$ cat src/pkg/ewic_pkg.sv
// constants, field layouts and carriers for the external area wait/idle controller
package ewic_pkg;

    // ----------------------------------------------------------------
    // register map (byte addresses)
    // ----------------------------------------------------------------
    localparam logic [7:0] EWIC_IDLE_OFS = 8'h00;
    localparam logic [7:0] EWIC_WAIT_OFS = 8'h04;
    localparam logic [7:0] EWIC_CFG_OFS = 8'h08;
    localparam logic [7:0] EWIC_STAT_OFS = 8'h0C;

    // ----------------------------------------------------------------
    // reset values and writable masks
    // ----------------------------------------------------------------
    localparam logic [31:0] EWIC_IDLE_RST = 32'h7777_7777;
    localparam logic [31:0] EWIC_IDLE_MASK = 32'h7777_7777;
    localparam logic [31:0] EWIC_WAIT_RST = 32'hFFFE_EFFF;
    localparam logic [31:0] EWIC_WAIT_MASK = 32'hFFFE_EFFF;
    localparam logic [31:0] EWIC_CFG_RST = 32'h0000_0000;
    localparam logic [31:0] EWIC_CFG_MASK = 32'h0001_3FFF;

    // ----------------------------------------------------------------
    // field positions
    // ----------------------------------------------------------------
    localparam logic [4:0] EWIC_DMA_ACKNOWLEDGE_DEVICE_IDLE_LSB = 5'd28;
    localparam logic [4:0] EWIC_A6_WAIT_LSB = 5'd29;
    localparam logic [4:0] EWIC_A6_PITCH_LSB = 5'd26;
    localparam logic [4:0] EWIC_A5_WAIT_LSB = 5'd23;
    localparam logic [4:0] EWIC_A5_PITCH_LSB = 5'd20;
    localparam logic [4:0] EWIC_A4_WAIT_LSB = 5'd17;
    localparam logic [4:0] EWIC_A3_WAIT_LSB = 5'd13;
    localparam logic [4:0] EWIC_A2_WAIT_LSB = 5'd9;
    localparam logic [4:0] EWIC_A1_WAIT_LSB = 5'd6;
    localparam logic [4:0] EWIC_A0_WAIT_LSB = 5'd3;
    localparam logic [4:0] EWIC_A0_PITCH_LSB = 5'd0;
    localparam int EWIC_RAS_DOWN_BIT = 16;
    localparam int EWIC_MPX_MIN_IDLE = 1;

    // ----------------------------------------------------------------
    // memory interface kind per area, two bits each in the config register
    // ----------------------------------------------------------------
    typedef enum logic [1:0] {
        EWIC_IF_SRAM = 2'h0,
        EWIC_IF_BROM = 2'h1,
        EWIC_IF_MPX = 2'h2,
        EWIC_IF_DRAM = 2'h3
    } ewic_if_t;

    // ----------------------------------------------------------------
    // access carrier
    // ----------------------------------------------------------------
    typedef struct packed {
        logic [2:0] area;
        logic isWrite;
        logic isDma;
        logic [1:0] dackId;
        logic burstNext;
    } ewic_acc_t;

    function automatic logic [4:0] ewic_wait_lsb(input logic [2:0] a);
        logic [4:0] r;
        r = EWIC_A0_WAIT_LSB;
        unique case (a)
            3'd0: r = EWIC_A0_WAIT_LSB;
            3'd1: r = EWIC_A1_WAIT_LSB;
            3'd2: r = EWIC_A2_WAIT_LSB;
            3'd3: r = EWIC_A3_WAIT_LSB;
            3'd4: r = EWIC_A4_WAIT_LSB;
            3'd5: r = EWIC_A5_WAIT_LSB;
            default: r = EWIC_A6_WAIT_LSB;
        endcase
        return r;
    endfunction

endpackage

$ cat src/rtl/ewic_ctrl.sv
// wait-state and idle-cycle timing control for external areas 0 to 6
//
// The register offsets and the address-and-strobe port were left to the implementer.
`timescale 1ns/10ps

// Overview of operation
// [RL1] area idle field sets idle cycles, areas 0-6
// [RL2] single-address dma slot uses dma_acknowledge_device idle field
// [RL3] dma_acknowledge_device idle inserted on device switch
// [RL4] mpx marked slots get one idle minimum; code never forces it after a cpu write or a dma write to the same area
// [RL5] software zeroes dma_acknowledge_device/area3 idle in ras-down
// [RL6] idle after mpx write to same area
// [RL7] ras-down/dma case: idle if pipeline busy
// [RL8] zero idle setting inserts no idle
// [RL9] idle fields reset to fifteen cycles
// [RL10] wait register resets FFFEEFFF, power-on only
// [RL11] wait register field layout per area
// [RL12] wait register reserved bits read zero
// [RL13] first wait codes map to 0..15 waits
// [RL14] burst rom pitch waits equal code
// [RL15] ready pin honoured only nonzero, sram/mpx
// [RL16] idle codes map to 0..15 cycles
// [RL17] area idle on area switch or read-to-write
// [RL18] dual-address dma treated like cpu access
// [RL19] count on bus clock, strobes held meanwhile
module ewic_ctrl
    import ewic_pkg::*;
(
    input wire logic clk,
    input wire logic arst_n,
    input wire logic clkEn,
    input wire logic [7:0] regAddr,
    input wire logic [31:0] regWrData,
    input wire logic regWr,
    input wire logic regRd,
    output logic [31:0] regRdData,
    input wire logic reqValid,
    input wire ewic_acc_t reqAcc,
    output logic reqReady,
    input wire logic sdramPipeBusy,
    input wire logic dmaSdram,
    input wire logic rdyN,
    output logic idleActive,
    output logic strobeHold,
    output logic accessDone
);

    // ----------------------------------------------------------------
    // helpers
    // ----------------------------------------------------------------
    // 3-bit code to 0,1,2,3,6,9,12,15
    function automatic logic [3:0] dec_code(input logic [2:0] c);
        logic [3:0] r;
        r = 4'h0;
        unique case (c)
            3'd0: r = 4'h0;
            3'd1: r = 4'h1;
            3'd2: r = 4'h2;
            3'd3: r = 4'h3;
            3'd4: r = 4'h6;
            3'd5: r = 4'h9;
            3'd6: r = 4'hC;
            3'd7: r = 4'hF;
        endcase
        return r;
    endfunction

    function automatic logic [2:0] field3(input logic [31:0] r, input logic [4:0] lsb);
        logic [31:0] s;
        s = r >> lsb;
        return s[2:0];
    endfunction

    function automatic ewic_if_t if_of(input logic [31:0] cfg, input logic [2:0] a);
        logic [31:0] s;
        s = cfg >> {a, 1'b0};
        return ewic_if_t'(s[1:0]);
    endfunction

    // ----------------------------------------------------------------
    // registers
    // ----------------------------------------------------------------
    typedef enum logic [1:0] {ST_IDLE, ST_GAP, ST_ACC} ewic_st_t;

    logic [31:0] idleReg_q;
    logic [31:0] waitReg_q;
    logic [31:0] cfgReg_q;
    logic [31:0] rdData_q;
    ewic_st_t state_q;
    logic [3:0] cnt_q;
    logic [3:0] waitLoad_q;
    logic honour_q;
    logic done_q;
    ewic_acc_t prev_q;
    logic prevValid_q;
    logic rdyMeta_q;
    logic rdySync_q;

    // software registers; only the asynchronous (power-on) reset loads their reset values
    always_ff @(posedge clk or negedge arst_n) begin
        if (!arst_n) begin
            idleReg_q <= EWIC_IDLE_RST; // [RL9]
            waitReg_q <= EWIC_WAIT_RST; // [RL10]
            cfgReg_q <= EWIC_CFG_RST;
        end else if (clkEn && regWr) begin
            if (regAddr == EWIC_IDLE_OFS) begin
                idleReg_q <= regWrData & EWIC_IDLE_MASK;
            end
            if (regAddr == EWIC_WAIT_OFS) begin
                waitReg_q <= regWrData & EWIC_WAIT_MASK; // [RL11] [RL12]
            end
            if (regAddr == EWIC_CFG_OFS) begin
                cfgReg_q <= regWrData & EWIC_CFG_MASK;
            end
        end
    end

    // ----------------------------------------------------------------
    // read port, data valid the cycle after the strobe only
    // ----------------------------------------------------------------
    always_ff @(posedge clk or negedge arst_n) begin
        if (!arst_n) begin
            rdData_q <= 32'h0000_0000;
        end else if (clkEn) begin
            rdData_q <= 32'h0000_0000;
            if (regRd) begin
                unique case (regAddr)
                    EWIC_IDLE_OFS: rdData_q <= idleReg_q;
                    EWIC_WAIT_OFS: rdData_q <= waitReg_q; // [RL12]
                    EWIC_CFG_OFS: rdData_q <= cfgReg_q;
                    EWIC_STAT_OFS: rdData_q <= {20'h0_0000, prevValid_q, prev_q.area,
                        cnt_q, 2'b00, state_q};
                    default: rdData_q <= 32'h0000_0000;
                endcase
            end
        end
    end

    assign regRdData = rdData_q;

    // ----------------------------------------------------------------
    // ready pin synchroniser
    // ----------------------------------------------------------------
    always_ff @(posedge clk or negedge arst_n) begin
        if (!arst_n) begin
            rdyMeta_q <= 1'b1;
            rdySync_q <= 1'b1;
        end else if (clkEn) begin
            rdyMeta_q <= rdyN;
            rdySync_q <= rdyMeta_q;
        end
    end

    // ----------------------------------------------------------------
    // idle and wait decision for the request on offer
    // ----------------------------------------------------------------
    ewic_if_t curIf;
    logic [3:0] idleNeed;
    logic [3:0] waitNeed;
    logic honourNeed;
    logic [3:0] areaIdle;
    logic [3:0] dackIdle;
    logic [2:0] waitCode;
    logic [2:0] pitchCode;
    logic hasPitch;
    logic sameArea;
    logic curMpx;
    logic rasDown;

    always_comb begin
        curIf = if_of(cfgReg_q, reqAcc.area);
        curMpx = (curIf == EWIC_IF_MPX);
        rasDown = cfgReg_q[EWIC_RAS_DOWN_BIT];
        sameArea = (reqAcc.area == prev_q.area);
        areaIdle = dec_code(field3(idleReg_q, {prev_q.area, 2'b00})); // [RL1] [RL16]
        dackIdle = dec_code(field3(idleReg_q, EWIC_DMA_ACKNOWLEDGE_DEVICE_IDLE_LSB)); // [RL2] [RL16]
        idleNeed = 4'h0;
        if (prevValid_q) begin
            if (prev_q.isDma && prev_q.isWrite) begin
                idleNeed = dackIdle; // [RL2]
                if (curMpx && !sameArea && idleNeed == 4'h0) begin
                    idleNeed = 4'(EWIC_MPX_MIN_IDLE); // [RL4]
                end
            end else if (prev_q.isDma && reqAcc.isDma && prev_q.dackId != reqAcc.dackId) begin
                idleNeed = dackIdle; // [RL3]
            end else if (!sameArea) begin
                idleNeed = areaIdle; // [RL17] [RL18]
                // a switch to a new area after a plain write carries no forced minimum
                if (curMpx && !prev_q.isWrite && idleNeed == 4'h0) begin
                    idleNeed = 4'(EWIC_MPX_MIN_IDLE); // [RL4]
                end
            end else if (!prev_q.isWrite) begin
                if (reqAcc.isWrite) begin
                    idleNeed = areaIdle; // [RL17]
                end
                if (curMpx && !prev_q.isDma && idleNeed == 4'h0) begin
                    idleNeed = 4'(EWIC_MPX_MIN_IDLE); // [RL4]
                end
            end else if (if_of(cfgReg_q, prev_q.area) == EWIC_IF_MPX) begin
                // ras-down/dma exemption lapses while the sdram pipeline is busy
                if (!(rasDown || dmaSdram) || sdramPipeBusy) begin
                    idleNeed = areaIdle; // [RL6] [RL7] [RL8]
                end
            end
        end
        waitCode = field3(waitReg_q, ewic_wait_lsb(reqAcc.area));
        hasPitch = 1'b0;
        pitchCode = 3'd0;
        unique case (reqAcc.area)
            3'd0: begin
                hasPitch = 1'b1;
                pitchCode = field3(waitReg_q, EWIC_A0_PITCH_LSB);
            end
            3'd5: begin
                hasPitch = 1'b1;
                pitchCode = field3(waitReg_q, EWIC_A5_PITCH_LSB);
            end
            3'd6: begin
                hasPitch = 1'b1;
                pitchCode = field3(waitReg_q, EWIC_A6_PITCH_LSB);
            end
            default: begin
                hasPitch = 1'b0;
                pitchCode = 3'd0;
            end
        endcase
        if (curIf == EWIC_IF_DRAM) begin
            // cas timing belongs to the dram sequencer, not to this counter
            waitNeed = 4'h0;
            honourNeed = 1'b0; // [RL15]
        end else if (curIf == EWIC_IF_BROM && reqAcc.burstNext && hasPitch) begin
            waitNeed = {1'b0, pitchCode}; // [RL14]
            honourNeed = 1'b0; // [RL15]
        end else begin
            waitNeed = dec_code(waitCode); // [RL13]
            honourNeed = (waitCode != 3'd0) && (curIf != EWIC_IF_BROM); // [RL15]
        end
    end

    // ----------------------------------------------------------------
    // sequencer
    // ----------------------------------------------------------------
    always_ff @(posedge clk or negedge arst_n) begin
        if (!arst_n) begin
            state_q <= ST_IDLE;
            cnt_q <= 4'h0;
            waitLoad_q <= 4'h0;
            honour_q <= 1'b0;
            done_q <= 1'b0;
        end else if (clkEn) begin
            done_q <= 1'b0;
            unique case (state_q)
                ST_IDLE: begin
                    if (reqValid) begin
                        waitLoad_q <= waitNeed;
                        honour_q <= honourNeed;
                        if (idleNeed != 4'h0) begin
                            state_q <= ST_GAP;
                            cnt_q <= idleNeed - 4'h1;
                        end else begin
                            state_q <= ST_ACC; // [RL8]
                            cnt_q <= waitNeed;
                        end
                    end
                end
                ST_GAP: begin
                    if (cnt_q != 4'h0) begin
                        cnt_q <= cnt_q - 4'h1; // [RL19]
                    end else begin
                        state_q <= ST_ACC;
                        cnt_q <= waitLoad_q;
                    end
                end
                ST_ACC: begin
                    if (cnt_q != 4'h0) begin
                        cnt_q <= cnt_q - 4'h1; // [RL19]
                    end else if (!honour_q || !rdySync_q) begin
                        state_q <= ST_IDLE; // [RL15]
                        done_q <= 1'b1;
                    end
                end
                default: state_q <= ST_IDLE;
            endcase
        end
    end

    // ----------------------------------------------------------------
    // history of the last accepted access
    // ----------------------------------------------------------------
    always_ff @(posedge clk or negedge arst_n) begin
        if (!arst_n) begin
            prev_q <= '0;
            prevValid_q <= 1'b0;
        end else if (clkEn && state_q == ST_IDLE && reqValid) begin
            prev_q <= reqAcc;
            prevValid_q <= 1'b1;
        end
    end

    assign reqReady = (state_q == ST_IDLE);
    assign idleActive = (state_q == ST_GAP);
    assign strobeHold = (state_q == ST_ACC); // [RL19]
    assign accessDone = done_q;

endmodule

$ cat config.mk
export PLATFORM = sky130hd
export DESIGN_NAME = ewic_ctrl
export DESIGN_NICKNAME = d
export VERILOG_FILES = /design/src/pkg/ewic_pkg.sv /design/src/rtl/ewic_ctrl.sv
export SDC_FILE = /design/constraint.sdc
export NUM_CORES = 1
export LEC_CHECK = 0
export BUFFER_PORTS_ARGS = -buffer_cell sky130_fd_sc_hd__buf_4
export CAP_MARGIN = 25
export CORE_UTILIZATION = 55
export CTS_BUF_LIST = sky130_fd_sc_hd__clkbuf_16
export DETAILED_ROUTE_END_ITERATION = 10
export PLACE_DENSITY = 0.77
export SYNTH_ARGS = -nofsm -noshare
export SYNTH_HDL_FRONTEND = slang
export SYNTH_SLANG_ARGS = --single-unit
$ cat constraint.sdc
create_clock -name clk -period 7.5 [get_ports clk]
set_clock_uncertainty 0.15 [all_clocks]
set_input_delay 1.875 -clock clk [delete_from_list [all_inputs] [get_ports clk]]
set_output_delay 1.875 -clock clk [all_outputs]
set_load 0.01 [all_outputs]
Yosys cells after proc, flatten, opt, wreduce, memory -nomap -nowiden
Memories as Yosys holds them, arrays and structs flattened.
Cells that the tools add are included.
- add/sub/neg operators: 2
- eq/ne operators: 23
- shift-type cells: 4
- multiplexer cells: 39
- reduce and logical (&&, ||, !) cells: 41
- operators by type and width (operator ; count):
    one-hot mux 32 bit (4 select lines) ; 1
    2-to-1 mux 4 bit ; 22
    right shift 17 x 4 -> 2 bit ; 2
    2-to-1 mux 32 bit ; 1
    right shift 32 x 5 -> 3 bit ; 1
    right shift 31 x 5 -> 3 bit ; 1
    one-hot mux 5 bit (6 select lines) ; 1
    equality test 8 x 4 -> 1 bit (second input constant) ; 2
    logical AND 1 bit ; 15
    zero test 4 bit ; 3
    one-hot mux 4 bit (3 select lines) ; 1
    2-to-1 mux 2 bit ; 5
    equality test 3 bit (second input constant) ; 3
    one-hot mux 3 bit (3 select lines) ; 1
    equality test 2 bit (second input constant) ; 4
    equality test 8 x 3 -> 1 bit (second input constant) ; 1
    zero test 8 bit ; 1
    nonzero test 4 bit ; 2
    subtractor 4 x 1 -> 4 bit (second input constant) ; 2
    equality test 3 x 2 -> 1 bit (second input constant) ; 2
    zero test 1 bit ; 6
    2-to-1 mux 1 bit ; 6
    inequality test 2 x 1 -> 1 bit (second input constant) ; 3
    inequality test 2 bit (second input constant) ; 3
    14 further kinds ; 20
- register bits: 123
- bits in read-only memories: 96
- output and inout bits: 36
- memories kept: 3
- memories (name ; depth ; width ; read ports ; clocked after Yosys merged registers in ; write ports ; line ; source):
    (name not given) ; 8 ; 4 ; 1 ; 0 ; 0 ; ewic_ctrl.sv:55 ; unique case (c)
    (name not given) ; 8 ; 4 ; 1 ; 0 ; 0 ; ewic_ctrl.sv:55 ;
    (name not given) ; 8 ; 4 ; 1 ; 0 ; 0 ; ewic_ctrl.sv:55 ;

Depth between registers and ports, before layout
Gate-level depths: netlist of run 1.
An unclocked memory read counts as a cell.
- word-level depth: 20
- depth in mapped cells: 17

Worst setup path after synthesis of run 1
No wires, ideal clock.
- path kind: input to register
- start: input port reqAcc[6] (netlist bit)
- end: register cnt_q[1]
- library setup time: 0.095 ns
- arrival: 4.392 ns
- data required time: 7.255 ns
- path slack: 2.863 ns
- stages on the path: 14
- buffers on the path: 1
- cells stage by stage: mux2_2 -> a221o_1 -> and2_2 -> o32ai_1 -> o311ai_1 -> o211ai_1 -> o311a_2 -> inv_1 -> ha_1 -> and3_1 -> clkbuf_1 -> mux2i_1 -> nor2_1 -> o31ai_1
- word-level cells in the longest chain between the ends: 14
- elaborated cells on any way between the ends: 42
- RTL lines (element ; line ; source):
    start, declared ; ewic_ctrl.sv:38 ; input wire ewic_acc_t reqAcc,
    right shift 17 x 4 -> 2 bit ; ewic_ctrl.sv:76 ; s = cfg >> {a, 1'b0};
    equality test 2 bit ; ewic_ctrl.sv:172 ; curMpx = (curIf == EWIC_IF_MPX);
    logical AND 1 bit (2 in series) ; ewic_ctrl.sv:196 ; if (curMpx && !prev_q.isDma && idleNeed == 4'h0) begin
    2-to-1 mux 4 bit ; ewic_ctrl.sv:196 ;
    2-to-1 mux 4 bit ; ewic_ctrl.sv:192 ; end else if (!prev_q.isWrite) begin
    2-to-1 mux 4 bit ; ewic_ctrl.sv:186 ; end else if (!sameArea) begin
    2-to-1 mux 4 bit ; ewic_ctrl.sv:184 ; end else if (prev_q.isDma && reqAcc.isDma && prev_q.dackId != reqAcc.dackId) begin
    2-to-1 mux 4 bit ; ewic_ctrl.sv:179 ; if (prev_q.isDma && prev_q.isWrite) begin
    2-to-1 mux 4 bit ; ewic_ctrl.sv:178 ; if (prevValid_q) begin
    subtractor 4 x 1 -> 4 bit or nonzero test 4 bit (tied branches) ; ewic_ctrl.sv:259, ewic_ctrl.sv:257 ;
    2-to-1 mux 4 bit * ; ewic_ctrl.sv:257 ; if (idleNeed != 4'h0) begin
    2-to-1 mux 4 bit * ; ewic_ctrl.sv:254 ; if (reqValid) begin
    one-hot mux 4 bit (3 select lines) * ; ewic_ctrl.sv:252 ; unique case (state_q)
    end signal, assigned ; ewic_ctrl.sv:259 ; cnt_q <= idleNeed - 4'h1;
    end signal, assigned ; ewic_ctrl.sv:262 ; cnt_q <= waitNeed;
    end signal, assigned ; ewic_ctrl.sv:268 ; cnt_q <= cnt_q - 4'h1;
    end, declared ; ewic_ctrl.sv:90 ; logic [3:0] cnt_q;
Every way passes the cells marked *; elsewhere a longest branch is shown, timed or not. The select of a mux whose other input is x is not followed.
A chain may end at the register's enable or synchronous reset.

Worst setup path after layout of run 1
- start: input port reqAcc[6] (netlist bit)
- end: register cnt_q[0]
The elaborated chain is that of the path after synthesis.

==> flow_summary.json, run 1 <==
{
  "cts_htree_levels": 4,
  "pre_cts_ws_ns": 2.399,
  "power.share.switching": 0.3150,
  "ys_top_cells_by_area": "dfrtp_1, dfstp_2, mux2_2",
  "synth-async-reset-ratio": 1.000,
  "final_common_cell": "buf_4",
  "critical_path_buf_inv_count": 2,
  "ys_types": 66,
  "max_stage_delay_ns": 0.38,
  "worst_pin_slew_ns": 0.8885,
  "hold_class": "reg -> reg",
  "synth.ff_latch_count": 123,
  "critPathKind": "in -> reg",
  "dr.pass1.iters": 8,
  "hpwl_um": 11910,
  "antenna_found_initial": 0,
  "reg2reg_slack_ns": 3.47,
  "r2r-end": "cnt_q[1]",
  "required_ns": 7.65,
  "netlist_area_um2": 6660,
  "yosys.area_share.xor_xnor": 0.007890,
  "postCtsSetupRepairBufs": 0,
  "die_h_um": 112.0,
  "grt_setup_unrepaired": "no",
  "max_cap_violations": 0,
  "wl_um": 16710,
  "seq_area_frac_synth": 0.4727,
  "pin_count": 93,
  "grt_util_all_layers": 0.2865,
  "synth_largest_area_cell": "dfrtp_1",
  "internal_power_uw": 1386,
  "worstSetupEndpointType": "flip-flop",
  "grt_pass1_vias": 5156,
  "drcViolationCount": 4,
  "vias": 4969,
  "ctsResizeCount": 0,
  "synth_top_family_by_area": "multiplexers",
  "fill_cells": 905,
  "ir_worst_vdd_mv": 0.1485,
  "hold_viol": 0,
  "gp_congestion": 0.9405,
  "dieArea_um2": 12550,
  "power.leakage_uw": 0.003539,
  "design_area_um2": 7936,
  "synthAdderAreaFrac": 0.02442,
  "cts.sinks": 123,
  "worst-path-stages": 14,
  "hold_ws_ns": 0.3333,
  "reg2reg_from": "prev_q[5]",
  "place_area_um2": 7422,
  "critPathArrivalTime_ns": 4.88,
  "synth_edf_count": 0,
  "fin_tns_setup_ns": 0,
  "start_kind": "input pin",
  "nNetsFinal": 732,
  "fp-row-count": 39,
  "pwr-share-seq": 0.409,
  "grt_max_degree": 72,
  "drt_iter0_markers": 408,
  "wl_per_cell_um": 20.42,
  "comb_power_share": 0.242,
  "start_util": 0.5735,
  "synth.avg_cell_area_um2": 11.54,
  "clock_power_share": 0.350,
  "setup.worst_path.end": "cnt_q[0]",
  "muxShareOfSynthArea": 0.2476,
  "status": "finished with violations",
  "synth-compound-area-share": 0.1125,
  "violations": "design-rule violations",
  "grt_overflow": 0,
  "max_freq_mhz": 211.5,
  "die_x_um": 112.0,
  "antenna_cells": 0,
  "finalCritPeriodShare": 0.6305,
  "cts_root_buf": "clkbuf_16",
  "core_area_um2": 11610,
  "yosys.area_share.simple": 0.08416,
  "io_buffers": 92,
  "drive_above_1_share": 0.4222,
  "power.net_switching_uw": 637.4,
  "fin_ws_ns": 2.772,
  "cp_top_family": "compound AO/OA/AOI/OAI gates",
  "worstRegToRegCells": 14,
  "netlist.area_leader.share": 0.2517,
  "final_cell_mix": "buf_4, mux2_2, dfrtp_1",
  "ys_warn_count": 0,
  "min_from": "waitLoad_q[1]",
  "path_clk_slew_ns": 0.05,
  "cts_tree": "built",
  "hold_buffers": 0,
  "crit_path_max_fanout": 20,
  "grt_pass1_wl_um": 27260,
  "critPathSlowestCell": "mux2_2",
  "period_needed_ns": 4.728,
  "final_antenna_net_count": 0,
  "slew_headroom": 0.4077,
  "ys.flop_type": "dfrtp_1",
  "syn_inst": 577,
  "cts_buffer_depth": 2,
  "slew_viol_final": 0,
  "worstSetupStartpoint": "reqAcc[6]",
  "crit_chain": "buf_4, mux2_2, a221o_1, and2_2, o32ai_1, o311ai_1, o211ai_1, o311a_2, inv_1, ha_1, and3_1, a21oi_1, o21ai_0, a22o_1",
  "cts_made_buffers": 17,
  "setup_violations": 0,
  "powerDensity_nw_per_um2": 254.9,
  "drt-vias-per-instance": 6.075,
  "syn2layout_area_growth_pct": 19.16,
  "clk_latency_ns": 0.42,
  "syn-num-nets": 647
}
kinds of logic after synthesis:
kind of cell               count (synthesis)
AOI/OAI and AO/OA                        113
xor gates and xnor gates                   6
adders and majority gates                 13
buffers and inverters                     82
DFF                                      123
muxes                                    130
and+or+nand+nor                          110
cell type report:
class / count / area (um^2) / area share
multi-input cells: 372 / 3179 / 0.4006
repair buffers: 96 / 720.7 / 0.09081
clock inverters: 14 / 63.81 / 0.008040
inverters: 52 / 195.2 / 0.02459
flip-flops and latches: 123 / 3148 / 0.3967
well taps: 143 / 178.9 / 0.02254
clock buffers: 18 / 450.4 / 0.05676
tightest hold or removal path, cell delays in order (launching register included):
cell,delay (ns)
dfrtp_1,0.34
nand2_1,0.05
o21ai_0,0.06
registers in the layout, summed over array words and instances (netlist names), 2 cells and up:
name / count
state_q: 2
prev_q: 7
cfgReg_q: 15
waitLoad_q: 4
waitReg_q: 30
cnt_q: 4
regRdData: 32
idleReg_q: 24
worst min path at each step:
stage | end | cells past startpoint
global route | waitLoad_q[1] | 2
global placement | waitLoad_q[1] | 2
CTS | waitLoad_q[1] | 2
finish | waitLoad_q[1] | 2
floorplan | waitLoad_q[1] | 2
detailed placement | waitLoad_q[1] | 2
power by group through the flow:
stage | sequential [uW] | clock, uW | combinational [uW]
final | 827 | 707 | 489
after global routing | 834 | 751 | 542
after global placement | 829 | 0 | 463
after detailed placement | 832 | 0 | 483
after CTS | 822 | 721 | 488
after floorplan | 777 | 0 | 393
per-stage QoR:
step,utilization,total power [uW],cells
6_report,0.6834,2023,818
5_1_grt,0.6834,2127,818
4_1_cts,0.6834,2031,818
3_5_place_dp,0.6391,1315,786
3_3_place_gp,0.6391,1292,786
2_1_floorplan,-,1170,577
cell usage after synthesis (all sizes together), types with 2 or more instances:
library cell / count
nor4b: 2
clkbuf: 22
a22o: 4
nor2b: 9
o22ai: 17
inv: 51
o211ai: 3
mux2: 83
o311a: 2
a22oi: 5
nand2: 33
or3: 2
o21ai: 36
nand3b: 2
a211oi: 2
o41ai: 2
mux4: 17
xnor2: 6
or2: 2
o31ai: 4
mux2i: 30
dfrtp: 67
dfstp: 56
ha: 13
o21bai: 2
a31oi: 4
o32ai: 3
and2: 4
and3: 2
nand3: 21
nor4: 3
buf: 8
a21oi: 16
nor2: 15
nor3: 6
nor3b: 5
a2bb2oi: 3
metal layers:
| layer | part of all wire | vias up | GRT usage |
|---|---|---|---|
| met5 | 0 | - | 0 |
| met4 | 0.013 | 0 | 0.08978 |
| met3 | 0.063 | 22 | 0.06317 |
| met2 | 0.50 | 166 | 0.4791 |
| met1 | 0.42 | 2511 | 0.3749 |
| li1 | - | 2270 | - |
Note: power is estimated with default switching activity, not from simulation.
==> inputs of run 2 (changes only) <==
clock period = 4.85 ns   (was 7.5 ns; I/O delays follow)
==> run 2 against run 1 <==
  * The run still ends with design-rule violations left
  * Final area rose by 1.1%
  * Hold slack improved by 0.0046 ns
  * Cell count rose by 0.24%
  * Global-route usage grew 0.37 points
  * Largest cell class unchanged
  * Via count grew 0.42%
  * Register-to-register slack worse by 2.7 ns
  * Critical endpoint unchanged
  * Clock-buffer cell count fell by 1
==> flow_summary.json, run 2 (synthesis results as in run 1) <==
{
  "dieArea_um2": 12550,
  "cts.sinks": 123,
  "required_ns": 5.01,
  "cts_root_buf": "clkbuf_16",
  "drive_above_1_share": 0.4328,
  "final_antenna_net_count": 0,
  "start_util": 0.5735,
  "dr.pass1.iters": 8,
  "slew_headroom": 0.4224,
  "reg2reg_from": "prev_q[5]",
  "die_h_um": 112.0,
  "core_area_um2": 11610,
  "fp-row-count": 39,
  "cts_htree_levels": 4,
  "antenna_cells": 0,
  "violations": "design-rule violations",
  "period_needed_ns": 4.106,
  "die_x_um": 112.0,
  "final_common_cell": "buf_4",
  "pin_count": 93,
  "grt_pass1_wl_um": 27320,
  "setup_violations": 0,
  "final_cell_mix": "buf_4, mux2_2, dfrtp_1",
  "cts_made_buffers": 17,
  "max_cap_violations": 0,
  "gp_congestion": 0.9095,
  "wl_per_cell_um": 20.72,
  "postCtsSetupRepairBufs": 0,
  "wl_um": 16990,
  "antenna_found_initial": 1,
  "path_clk_slew_ns": 0.05,
  "largest_register_ffs": 32,
  "worst_pin_slew_ns": 0.8664,
  "critPathKind": "in -> reg",
  "hold_ws_ns": 0.3379,
  "hpwl_um": 12040,
  "cts_buffer_depth": 2,
  "drt-vias-per-instance": 6.085,
  "status": "finished with violations",
  "io_buffers": 92,
  "hold_buffers": 0,
  "r2r-end": "cnt_q[1]",
  "setup.worst_path.end": "cnt_q[0]",
  "slew_viol_final": 0,
  "grt_setup_unrepaired": "no",
  "cts_tree": "built",
  "finalCritPeriodShare": 0.8466,
  "clk_latency_ns": 0.43,
  "max_freq_mhz": 243.5,
  "drt_iter0_markers": 388,
  "fin_tns_setup_ns": 0,
  "nNetsFinal": 734,
  "crit_path_max_fanout": 20,
  "start_kind": "input pin",
  "grt_overflow": 0,
  "syn2layout_area_growth_pct": 20.44,
  "grt_util_all_layers": 0.2903,
  "drcViolationCount": 4,
  "reg2reg_slack_ns": 0.82,
  "worstSetupEndpointType": "flip-flop",
  "powerDensity_nw_per_um2": 410.1,
  "hold_class": "reg -> reg",
  "grt_max_degree": 70,
  "ir_worst_vdd_mv": 0.2935,
  "ctsResizeCount": 0,
  "power.leakage_uw": 0.003570,
  "critPathArrivalTime_ns": 4.27,
  "hold_viol": 0,
  "worstRegToRegCells": 14,
  "vias": 4990,
  "grt_pass1_vias": 5018,
  "worstSetupStartpoint": "reqAcc[6]"
}
==> run 2: cell count changes in the layout (fill, tap and decap cells not counted), sizes merged <==
cell,previous run,this run
buf,96,98
clkbuf,18,17
clkinvlp,1,3
clkinv,9,8
bufinv,0,3
inv,56,53
==> run 2: critical path, cell delays in order <==
cell and delay, ns:
buf_4 0.24, mux2_2 0.37, a221o_1 0.36, and2_2 0.22, o32ai_1 0.27, o311ai_1 0.14
o211ai_1 0.19, o311a_2 0.25, inv_1 0.07, ha_1 0.23, and3_1 0.23, a21oi_1 0.16
o21ai_0 0.13, a22o_1 0.19
==> run 2: layout make-up <==
| cell class | count | area, um^2 |
|---|---|---|
| tap | 143 | 178.9 |
| clock buffer | 17 | 425.4 |
| timing repair buffer | 98 | 735.7 |
| fill | 854 | 3592 |
| inverter | 52 | 195.2 |
| sequential | 123 | 3148 |
| multi-input combinational | 372 | 3179 |
| clock inverter | 15 | 158.9 |
==> run 2: report_power, final <==
group | switching [uW] | internal (uW) | total (uW)
Clock | 457 | 796 | 1250
Sequential | 151 | 1130 | 1280
Combinational | 404 | 356 | 760
Total | 1010 | 2280 | 3290
==> run 2: routing by layer <==
layer / wire length (um) / up-vias / global-route usage
met5: 0 / - / 0
met1: 7059 / 2512 / 0.3900
met3: 1111 / 24 / 0.06641
li1: - / 2275 / -
met4: 308 / 0 / 0.1004
met2: 8513 / 179 / 0.4675
==> run 2: worst min-delay path by stage <==
stage / start / to / cells past startpoint
final: waitLoad_q[1] / waitLoad_q[1] / 2
after global routing: waitLoad_q[3] / waitLoad_q[3] / 1
after CTS: waitLoad_q[1] / waitLoad_q[1] / 2
after detailed placement: waitLoad_q[1] / waitLoad_q[1] / 2
after global placement: waitLoad_q[1] / waitLoad_q[1] / 2
after floorplan: waitLoad_q[1] / waitLoad_q[1] / 2
==> run 2: per-stage QoR <==
stage	worst slack (ns)	util	cells	power, uW	area, um^2
after global placement	0.5315	0.6404	788	1995	7437
after floorplan	0.8753	-	577	1809	6660
after detailed placement	0.3788	0.6404	788	2033	7437
final	0.7439	0.6907	820	3290	8021
after global routing	0.5500	0.6907	820	3450	8021
after CTS	0.7936	0.6907	820	3295	8021
==> inputs of run 3 (changes only) <==
ABC_AREA = 1   (was not set)
clock period = 4.1 ns   (was 4.85 ns; I/O delays follow)
==> run 3 against run 2 <==
  * Largest power group is now the clock network
  * Critical path type is now reg -> reg
  * Critical endpoint is now cnt_q[3]
  * Sequential share of layout area is 1.0 points lower
  * Routed wire length is 14% higher
  * Global-route usage is 3.2 points higher
  * Synthesized area is 2.7% higher
  * Clock-buffer cell count stayed put
  * Cell count is 39% higher
  * The run now ends clean
==> flow_summary.json, run 3 <==
{
  "start_util": 0.5670,
  "synth_largest_area_cell": "dfrtp_1",
  "max_freq_mhz": 316.9,
  "max_stage_delay_ns": 0.57,
  "place_area_um2": 7642,
  "final_common_cell": "nand2_1",
  "r2r-end": "cnt_q[3]",
  "ctsResizeCount": 0,
  "design_area_um2": 8234,
  "cts.sinks": 123,
  "ys_warn_count": 0,
  "syn_inst": 874,
  "grt_max_degree": 58,
  "power.share.switching": 0.3494,
  "pwr-share-seq": 0.333,
  "hold_viol": 0,
  "syn2layout_area_growth_pct": 20.40,
  "critPathArrivalTime_ns": 3.36,
  "ir_worst_vdd_mv": 0.2804,
  "critical_path_buf_inv_count": 3,
  "wl_per_cell_um": 17.05,
  "fill_cells": 1059,
  "nNetsFinal": 1029,
  "met1_usage": 0.4334,
  "ys_types": 47,
  "yosys.cell_count.top_type": "nand2_1",
  "vias": 6336,
  "core_area_um2": 12060,
  "die_h_um": 113.5,
  "hold_ws_ns": 0.3190,
  "setup.worst_path.end": "cnt_q[3]",
  "crit_chain": "buf_4, nand2_1, nand3_1, nand3_2, nand2_2, inv_1, ha_1, inv_1, o21ai_0, nand2_1, nand2_1, nand2_1, nand2_1, nand2_1, nand2_1, nand2_2, ha_1, nand2_2, nor2_4, nand2_1, nand3_1, nand2_1, a21oi_2",
  "grt_pass1_vias": 6085,
  "grt_setup_unrepaired": "no",
  "drt-vias-per-instance": 5.558,
  "die_x_um": 113.5,
  "cts_root_buf": "clkbuf_16",
  "antenna_cells": 0,
  "hold_class": "reg -> reg",
  "power.net_switching_uw": 1526,
  "largest_register_ffs": 32,
  "fin_tns_setup_ns": 0,
  "critPathSlowestCell": "dfrtp_1",
  "powerDensity_nw_per_um2": 530.5,
  "grtUsageMet3": 0.07226,
  "worstSetupStartpoint": "prev_q[5]",
  "final_cell_mix": "nand2_1, inv_1, buf_4",
  "wl_um": 19440,
  "io_buffers": 92,
  "dieArea_um2": 12880,
  "worst-path-stages": 23,
  "cp_top_family": "simple AND/OR/NAND/NOR gates",
  "antenna_found_initial": 0,
  "drive_above_1_share": 0.2294,
  "ys_top_cells_by_area": "dfrtp_1, dfstp_2, nand2_1",
  "netlist_top_cells_count": "nand2_1, inv_1, o21ai_0",
  "cpMostUsedCell": "nand2_1",
  "pin_count": 93,
  "drt_iter0_markers": 635,
  "synth.ff_latch_count": 123,
  "final_antenna_net_count": 0,
  "cts_made_buffers": 17,
  "regArea_um2": 3148,
  "drcViolationCount": 0,
  "setup_violations": 0,
  "max_cap_violations": 0,
  "syn-num-nets": 944,
  "hpwl_um": 14020,
  "cts_htree_levels": 4,
  "netlist_area_um2": 6839,
  "period_needed_ns": 3.156,
  "seq_area_frac_synth": 0.4603,
  "fin_ws_ns": 0.9443,
  "grt_overflow": 0,
  "synth_edf_count": 0,
  "worst_pin_slew_ns": 0.8538,
  "internal_power_uw": 2842,
  "grt_use_met2": 0.5065,
  "reg2reg_from": "prev_q[5]",
  "clock_power_share": 0.348,
  "synth.avg_cell_area_um2": 7.825,
  "p_total_uw": 4368,
  "clk_latency_ns": 0.43,
  "power.leakage_uw": 0.003925,
  "status": "completed",
  "postCtsSetupRepairBufs": 0,
  "cts_buffer_depth": 2,
  "start_kind": "flip-flop",
  "worstSetupEndpointType": "flip-flop",
  "slew_viol_final": 0,
  "cts_tree": "built",
  "path_clk_slew_ns": 0.06,
  "multi_input_area_um2": 3050,
  "reg2reg_slack_ns": 0.94,
  "gp_congestion": 0.9720,
  "hold_buffers": 0,
  "critPathKind": "reg -> reg",
  "required_ns": 4.30,
  "pre_cts_ws_ns": 0.8180,
  "netlist.area_leader.share": 0.2452,
  "busiest_layer": "met2",
  "synth-async-reset-ratio": 1.000,
  "ys.flop_type": "dfrtp_1",
  "crit_path_max_fanout": 11,
  "grt_util_all_layers": 0.3226,
  "slew_headroom": 0.4294,
  "finalCritPeriodShare": 0.7697,
  "fp-row-count": 40,
  "dr.pass1.iters": 6,
  "comb_power_share": 0.319,
  "grt_pass1_wl_um": 31680,
  "worstRegToRegCells": 23
}
==> run 3: worst min path at each step <==
stage              start  cells after the start   endpoint  slack, ns
3_5_place_dp   rdyMeta_q                      2  rdyMeta_q       0.32
5_1_grt        rdyMeta_q                      2  rdyMeta_q       0.34
6_report       rdyMeta_q                      2  rdyMeta_q       0.32
3_3_place_gp   rdyMeta_q                      2  rdyMeta_q       0.30
4_1_cts        rdyMeta_q                      2  rdyMeta_q       0.32
2_1_floorplan  rdyMeta_q                      2  rdyMeta_q       0.29
==> run 3: final cells by class <==
class	instances	share of cell area
clock buffer	17	0.05166
clock inverter	15	0.02021
inverter	114	0.05258
multi-input combinational	598	0.3705
sequential	123	0.3823
tap	168	0.02553
timing repair buffer	105	0.09725
==> run 3: power groups by stage <==
stage                     registers, uW  clock network (uW)  logic (uW)
after floorplan                    1400                   0        1080
after global placement             1460                   0        1340
after detailed placement           1470                   0        1360
after CTS                          1450                1530        1380
after global routing               1470                1580        1560
final                              1450                1520        1390
==> run 3: cell families (layout without fill, tap and decap cells) <==
family | Yosys count | in the layout | synth area share
DFF | 123 | 123 | 0.4603
muxes | 4 | 4 | 0.006403
buffers and inverters | 153 | 251 | 0.09404
and+or+nand+nor | 390 | 390 | 0.2468
adders and majority gates | 13 | 13 | 0.02378
AOI/OAI and AO/OA | 184 | 184 | 0.1597
xor gates and xnor gates | 7 | 7 | 0.008965
==> run 3: stage by stage <==
stage               instances    util
floorplan                 874       -
global placement         1108  0.6336
detailed placement       1108  0.6336
CTS                      1140  0.6827
global route             1140  0.6827
finish                   1140  0.6827
==> run 3: worst register-to-register path, stage by stage, from the launching register on <==
cell and delay [ns]:
dfrtp_1 0.57, buf_4 0.29, nand2_1 0.08, nand3_1 0.15, nand3_2 0.10, nand2_2 0.14, inv_1 0.06, ha_1 0.20
inv_1 0.06, o21ai_0 0.07, nand2_1 0.08, nand2_1 0.05, nand2_1 0.05, nand2_1 0.04, nand2_1 0.06, nand2_1 0.05
nand2_2 0.09, ha_1 0.21, nand2_2 0.09, nor2_4 0.17, nand2_1 0.08, nand3_1 0.08, nand2_1 0.06, a21oi_2 0.10
==> run 3: metal layers <==
| metal | part of all wire | vias up | routed length (um) |
|---|---|---|---|
| li1 | - | 3014 | - |
| met1 | 0.43 | 2970 | 8355 |
| met2 | 0.47 | 315 | 9062 |
| met3 | 0.081 | 37 | 1580 |
| met4 | 0.023 | 0 | 441 |
| met5 | 0 | - | 0 |
